**config.mk**
```make
export PLATFORM = sky130hd
export DESIGN_NAME = epc_host
export DESIGN_NICKNAME = d
export VERILOG_FILES = /design/src/pkg/epc_pkg.sv /design/src/logic/epc_host.sv
export SDC_FILE = /design/constraint.sdc
export NUM_CORES = 1
export LEC_CHECK = 0
export BUFFER_PORTS_ARGS = -buffer_cell sky130_fd_sc_hd__buf_2
export CAP_MARGIN = 40
export CORE_UTILIZATION = 50
export CTS_BUF_LIST = sky130_fd_sc_hd__clkbuf_16
export DETAILED_ROUTE_END_ITERATION = 16
export PLACE_DENSITY_LB_ADDON = 0.12
export SLEW_MARGIN = 20
export SYNTH_ARGS = -nofsm -noshare
export SYNTH_HDL_FRONTEND = slang
export SYNTH_SLANG_ARGS = --single-unit
```
**constraint.sdc**
```tcl
create_clock -name i_clock -period 4.7 [get_ports i_clock]
set_input_delay 0.94 -clock i_clock [delete_from_list [all_inputs] [get_ports i_clock]]
set_output_delay 0.94 -clock i_clock [all_outputs]
set_load 0.03 [all_outputs]
```
**src/pkg/epc_pkg.sv**
```systemverilog
// Package for the EPROM programmer/reader host controller
// Functional notes
// - After supply sag, change address before trusting data
// - Decode select per part, gate shared read strobe
// - Program mode: supply raised, gate high, data driven
// - Program with bounded low pulse on select
// - Pulse then verify, at most 25 pulses
// - Never hold select low steadily while programming
// - Verify: supply raised, select high, gate low
// - Ganged parts share one select pulse
// - ID readout: high voltage line nine, address zero
// - Read both ID bytes to pick algorithm
package epc_pkg;
   localparam int ADDR_W = 15;
   localparam int DATA_W = 8;
   localparam int CLK_MHZ = 250;
   // Times in ns, counts derived at 4 ns per cycle
   localparam int PULSE_NS = 100000;
   localparam int SETUP_NS = 1000;
   localparam int ACCESS_NS = 200;
   localparam int PULSE_CYC = PULSE_NS * CLK_MHZ / 1000;
   localparam int SETUP_CYC = (SETUP_NS * CLK_MHZ + 999) / 1000;
   localparam int ACCESS_CYC = (ACCESS_NS * CLK_MHZ + 999) / 1000;
   localparam int CNT_W = 16;
   localparam logic [4:0] MAX_PULSES = 5'h19;
   localparam int ID_LINE = 9;
   localparam int LOW_LINE = 0;

   typedef enum logic [1:0] {
      EPC_OP_READ = 2'h0,
      EPC_OP_PROG = 2'h1,
      EPC_OP_ID   = 2'h2
   } epc_op_e;

   typedef enum logic [3:0] {
      EPC_IDLE    = 4'h0,
      EPC_RD_SET  = 4'h1,
      EPC_RD_CAP  = 4'h2,
      EPC_PG_SET  = 4'h3,
      EPC_PG_PUL  = 4'h4,
      EPC_PG_HOLD = 4'h5,
      EPC_VF_SET  = 4'h6,
      EPC_VF_CAP  = 4'h7,
      EPC_DONE    = 4'h8
   } epc_state_e;

   typedef struct packed {
      logic              select_n;
      logic              gate_n;
      logic              supply_hi;
      logic              id_hv;
      logic [ADDR_W-1:0] addr;
      logic [DATA_W-1:0] dout;
      logic              doe;
   } epc_pins_s;

   typedef struct packed {
      epc_state_e        st;
      epc_op_e           op;
      logic [CNT_W-1:0]  cnt;
      logic [4:0]        pulses;
      logic [ADDR_W-1:0] addr;
      logic [DATA_W-1:0] wdata;
      logic [DATA_W-1:0] rdata;
      logic              ok;
      logic              done;
      epc_pins_s         pins;
   } epc_state_s;
endpackage

```
**src/logic/epc_host.sv**
```systemverilog
// Host controller that reads, programs and identifies the EPROM
`timescale 1ns/1ps
module epc_host (
   // Clock and reset
   input  wire logic                      i_clock,
   input  wire logic                      i_nrst,
   // User command
   input  wire logic                      i_start,
   input  wire epc_pkg::epc_op_e          i_op,
   input  wire logic [epc_pkg::ADDR_W-1:0] i_addr,
   input  wire logic [epc_pkg::DATA_W-1:0] i_wdata,
   output logic                           o_ready,
   output logic                           o_done,
   output logic                           o_ok,
   output logic [epc_pkg::DATA_W-1:0]     o_rdata,
   output logic [4:0]                     o_pulses,
   // Device pins
   output epc_pkg::epc_pins_s             o_pins,
   input  wire logic [epc_pkg::DATA_W-1:0] i_data_pins
);
   import epc_pkg::*;

   epc_state_s s_r;
   epc_state_s s_nxt;

   function automatic logic [CNT_W-1:0] cyc(input int n);
      cyc = CNT_W'(n - 1);
   endfunction

   // ==========================================================
   // Sequencer
   always_comb begin
      s_nxt = s_r;
      s_nxt.done = 1'b0;
      if (s_r.cnt != '0) begin
         s_nxt.cnt = s_r.cnt - 1'b1;
      end
      case (s_r.st)
         EPC_IDLE: begin
            // Idle: deselected, gate high, nothing driven
            s_nxt.pins.select_n = 1'b1;
            s_nxt.pins.gate_n = 1'b1;
            s_nxt.pins.doe = 1'b0;
            if (i_start) begin
               s_nxt.op = i_op;
               s_nxt.wdata = i_wdata;
               s_nxt.pulses = '0;
               s_nxt.ok = 1'b0;
               // Fresh address each access covers supply sags
               s_nxt.pins.addr = i_addr;
               s_nxt.pins.id_hv = 1'b0;
               s_nxt.cnt = cyc(SETUP_CYC);
               if (i_op == EPC_OP_PROG) begin
                  // Raised supply, gate high, data driven
                  s_nxt.pins.supply_hi = 1'b1;
                  s_nxt.pins.dout = i_wdata;
                  s_nxt.pins.doe = 1'b1;
                  s_nxt.st = EPC_PG_SET;
               end else if (i_op == EPC_OP_ID) begin
                  // Lines above zero low, line zero picks the byte, line nine raised
                  // Both id bytes let the user pick the algorithm
                  s_nxt.pins.supply_hi = 1'b0;
                  s_nxt.pins.addr = '0;
                  s_nxt.pins.addr[LOW_LINE] = i_addr[LOW_LINE];
                  s_nxt.pins.id_hv = 1'b1;
                  s_nxt.pins.select_n = 1'b0;
                  s_nxt.st = EPC_RD_SET;
               end else begin
                  s_nxt.pins.supply_hi = 1'b0;
                  s_nxt.pins.select_n = 1'b0;
                  s_nxt.st = EPC_RD_SET;
               end
            end
         end
         EPC_RD_SET: begin
            if (s_r.cnt == '0) begin
               // Gate low after select: data valid later
               s_nxt.pins.gate_n = 1'b0;
               s_nxt.cnt = cyc(ACCESS_CYC);
               s_nxt.st = EPC_RD_CAP;
            end
         end
         EPC_RD_CAP: begin
            if (s_r.cnt == '0) begin
               s_nxt.rdata = i_data_pins;
               s_nxt.ok = 1'b1;
               s_nxt.st = EPC_DONE;
            end
         end
         EPC_PG_SET: begin
            if (s_r.cnt == '0) begin
               // Bounded low pulse on select
               s_nxt.pins.select_n = 1'b0;
               s_nxt.cnt = cyc(PULSE_CYC);
               s_nxt.pulses = s_r.pulses + 5'h01;
               s_nxt.st = EPC_PG_PUL;
            end
         end
         EPC_PG_PUL: begin
            if (s_r.cnt == '0) begin
               s_nxt.pins.select_n = 1'b1;
               s_nxt.cnt = cyc(SETUP_CYC);
               s_nxt.st = EPC_PG_HOLD;
            end
         end
         EPC_PG_HOLD: begin
            if (s_r.cnt == '0) begin
               // Release data before gate falls for verify
               s_nxt.pins.doe = 1'b0;
               s_nxt.cnt = cyc(SETUP_CYC);
               s_nxt.st = EPC_VF_SET;
            end
         end
         EPC_VF_SET: begin
            if (s_r.cnt == '0) begin
               s_nxt.pins.gate_n = 1'b0;
               s_nxt.cnt = cyc(ACCESS_CYC);
               s_nxt.st = EPC_VF_CAP;
            end
         end
         EPC_VF_CAP: begin
            if (s_r.cnt == '0) begin
               s_nxt.rdata = i_data_pins;
               s_nxt.pins.gate_n = 1'b1;
               if (i_data_pins == s_r.wdata) begin
                  s_nxt.ok = 1'b1;
                  s_nxt.st = EPC_DONE;
               end else if (s_r.pulses >= MAX_PULSES) begin
                  // Give up after the pulse limit
                  s_nxt.st = EPC_DONE;
               end else begin
                  // Only zeros program; a one lost can't return
                  s_nxt.pins.dout = s_r.wdata;
                  s_nxt.pins.doe = 1'b1;
                  s_nxt.cnt = cyc(SETUP_CYC);
                  s_nxt.st = EPC_PG_SET;
               end
            end
         end
         EPC_DONE: begin
            s_nxt.pins.select_n = 1'b1;
            s_nxt.pins.gate_n = 1'b1;
            s_nxt.pins.doe = 1'b0;
            s_nxt.pins.supply_hi = 1'b0;
            s_nxt.pins.id_hv = 1'b0;
            s_nxt.done = 1'b1;
            s_nxt.st = EPC_IDLE;
         end
         default: begin
            s_nxt.st = EPC_IDLE;
         end
      endcase
   end

   always_ff @(posedge i_clock) begin
      if (!i_nrst) begin
         s_r <= '0;
         s_r.pins.select_n <= 1'b1;
         s_r.pins.gate_n <= 1'b1;
      end else begin
         s_r <= s_nxt;
      end
   end

   assign o_ready = (s_r.st == EPC_IDLE);
   assign o_done = s_r.done;
   assign o_ok = s_r.ok;
   assign o_rdata = s_r.rdata;
   assign o_pulses = s_r.pulses;
   assign o_pins = s_r.pins;

   // ==========================================================
   // Checks
   // Cycles select has stood low with the supply raised
   logic [CNT_W-1:0] low_cnt_r;

   always_ff @(posedge i_clock) begin
      if (!i_nrst || s_r.pins.select_n || !s_r.pins.supply_hi) begin
         low_cnt_r <= '0;
      end else begin
         low_cnt_r <= low_cnt_r + 1'b1;
      end
   end
endmodule

```
==> results.md <==
- Via/cell ratio: 5.64
- Crit Path Class: reg -> reg
- Yosys top cell area share: 0.365
- Run status: completed
- Grt met1 use: 0.317
- Met3 usage: 0.0541
- Crit path launch type: flop
- Core Rows: 31
- Clock Pin Slew Worst Setup and Hold Paths: 0.06 ns
- Vias in the first global route: 2990
- Fin crit share: 0.603
- Worst IR Drop VDD: 0.000217 V
- Clock skew: 0.00681 ns
- Worst Path Required: 4.93 ns
- Slew @ Worst Pin: 0.777 ns
- Async set-reset flop share out of synthesis: 0
- Ant. Diodes: 0
- Layout cell share with drive strength beyond 1: 0.219
- Register area share after synthesis: 0.365
- Power density over cell area: 467 mW/mm^2
- All-layer global routing usage: 0.226
- Post_cts resized: 0
- DRC Markers: 0
- EDFF count, synth: 0
- Overflow left after global routing: 0
- Placer Congestion: 0.836
- First-pass iteration count of the detailed router: 5
- Post-synthesis instance total: 479
- Met2 Usage GRT: 0.334
- Setup violators final: 0
- Synth area leader: dfxtp_1
- Setup TNS: 0 ns
- Die height: 90.2 microns
- Top cells by count, synth: 71 x dfxtp_1, 71 x nand2_1, 45 x a21oi_1
- Critical Path End Type: flop
- CP Cell Sequence: nor4_1 > nand3_1 > nor2_1 > inv_2 > ha_1 > mux2i_1 > a21oi_1 > o21a_1
- Cts hold-fix bufs: 0
- CTS Buf Count: 9
- Die X: 90.2 microns
- Synth Cell Area: 0.00389 sq mm
- Core footprint: 0.00737 sq mm
- Largest net degree at the start of global routing: 47
- Synth cell types: 63
- Post-Layout Cell Count: 607
- Initial antenna violation count: 0
- Syn Nets: 519
- RSZ-0062 raised after global routing: no
- Clk buf depth: 2
- Die area: 0.00814 sq mm
- Arrival time worst endpoint: 3.06 ns
- Setup repair bufs after CTS: 0
- Area contributors post-synth: dfxtp_1 37%, buf_4 7.9%, nand2_1 6.8%
- Port Buffer Count: 79
- Critical path peak fanout: 15
- First-pass GRT wire length: 14800 microns
- P&R area growth vs syn: 11.4%
- Average size of a mapped cell: 8.13 sq um
- Yosys warns: 0
- HP Class: reg -> reg
- Fmax: 0.353 GHz
- Routed WL: 9260 microns
- Hpwl dp: 6210 microns
- Final worst path period need: 2.83 ns
- Clock tree from TritonCTS: yes
- Flops & latches, synth: 71
- Slew Viols, Final: 0
- Final Util: 0.588
- Post-layout nets: 543
- Final Cell Area: 0.00434 sq mm
- CP max stage cell: nand3_1
- Total of max-cap violations: 0
- Initial Util: 0.528
- Vias post-DR: 3421
- Hold Violations, Final: 0
- Io pins: 80
- CP max stage delay: 0.60 ns
- H-tree levels: 3
- Most used routing layer: met2
- P_leak: 0.00180 uW
- CTS Root Cell: clkbuf_16
- Crit-path leading delay family: simple AND/OR/NAND/NOR gates
- Worst hold slack: 0.449 ns
- Inst Count DP: 589
- Dominant synthesized flop cell: dfxtp_1
- Routed WL per cell: 15.3 microns
- CTS Sinks: 71
- Post-place instance area: 0.00401 sq mm
- Clock latency on the worst-skew pair: 0.33 ns
- Drt initial violations: 176
- Worst slew margin: 0.481
- Post-DRT Antenna Nets: 0
- Crit path buf inv count: 1
==> placed cells by master (no fill, tap or decap), types with 3 or more instances in the layout <==
master / count
buf_2: 80
nand2_1: 71
dfxtp_1: 71
a21oi_1: 45
nand3_1: 27
nor2_1: 24
mux2i_1: 20
nor3_1: 20
xnor2_1: 15
inv_1: 10
a22o_1: 9
clkbuf_16: 9
o21ai_0: 8
nor4_1: 6
nand4_1: 5
o21a_1: 5
a211oi_1: 4
ha_1: 4
and2_1: 3
nand3b_1: 3
or3_1: 3
o211a_1: 3
a31oi_1: 3
o31ai_1: 3
nand2b_1: 3
==> kinds of logic (layout without fill, tap and decap cells) <==
logic type | count (synthesis) | after routing | synth area share
AND/OR/NAND/NOR | 181 | 181 | 0.230
AO/OA/AOI/OAI | 102 | 102 | 0.176
buffers and inverters | 83 | 112 | 0.124
flip-flops | 71 | 71 | 0.365
multiplexers | 21 | 21 | 0.0543
XOR/XNOR | 17 | 17 | 0.0383
adder cells (fa/ha/maj) | 4 | 4 | 0.0129
==> power by group <==
group / internal [uW] / switching (uW)
clock network: 465 / 266
logic: 207 / 366
registers: 659 / 60.5
==> layer usage <==
| layer | vias to the layer above | routed length, microns |
|---|---|---|
| li1 | 1705 | - |
| met2 | 142 | 4080 |
| met3 | 21 | 568 |
| met1 | 1553 | 4420 |
| met5 | - | 0 |
| met4 | 0 | 187 |
==> state kept, by name (all words and copies together) (netlist names) <==
signal / flops
s_r: 28
o_pulses: 5
o_pins: 28
o_done: 1
o_ok: 1
o_rdata: 8
==> per-stage QoR <==
| stage | total power, uW | worst slack (ns) |
|---|---|---|
| detailed placement | 1290 | 1.82 |
| global route | 2120 | 1.65 |
| finish | 2020 | 1.87 |
| global placement | 1280 | 1.85 |
| CTS | 2020 | 1.96 |
| floorplan | 1180 | 2.27 |
==> final cells by class <==
cell class	count	area, sq um
clock buffers	9	225
clock inverters	7	96.3
fillers	684	3030
inverters	12	45.0
multi-input cells	325	1990
flip-flops and latches	71	1420
well taps	99	124
repair buffers	84	435
==> path summary, 6_finish.rpt <==
| kind | slack, ns | depth (start not counted) | to | start |
|---|---|---|---|---|
| hold / removal | 0.45 | 2 | o_pins[17]$_SDFFE_PN0P_ | o_pins[17]$_SDFFE_PN0P_ |
| hold reg to reg | 0.45 | 2 | o_pins[17]$_SDFFE_PN0P_ | o_pins[17]$_SDFFE_PN0P_ |
| setup reg to reg | 1.87 | 8 | s_r[66]$_SDFF_PN0_ | s_r[78]$_SDFF_PN0_ |
| setup / recovery | 1.87 | 8 | s_r[66]$_SDFF_PN0_ | s_r[78]$_SDFF_PN0_ |
==> worst register-to-register path: stages, from the launching register on <==
cell and delay (ns):
dfxtp_1 0.35, nor4_1 0.47, nand3_1 0.60, nor2_1 0.44
inv_2 0.18, ha_1 0.32, mux2i_1 0.13, a21oi_1 0.05
o21a_1 0.18
No activity file was read; power rests on OpenSTA's default activity.
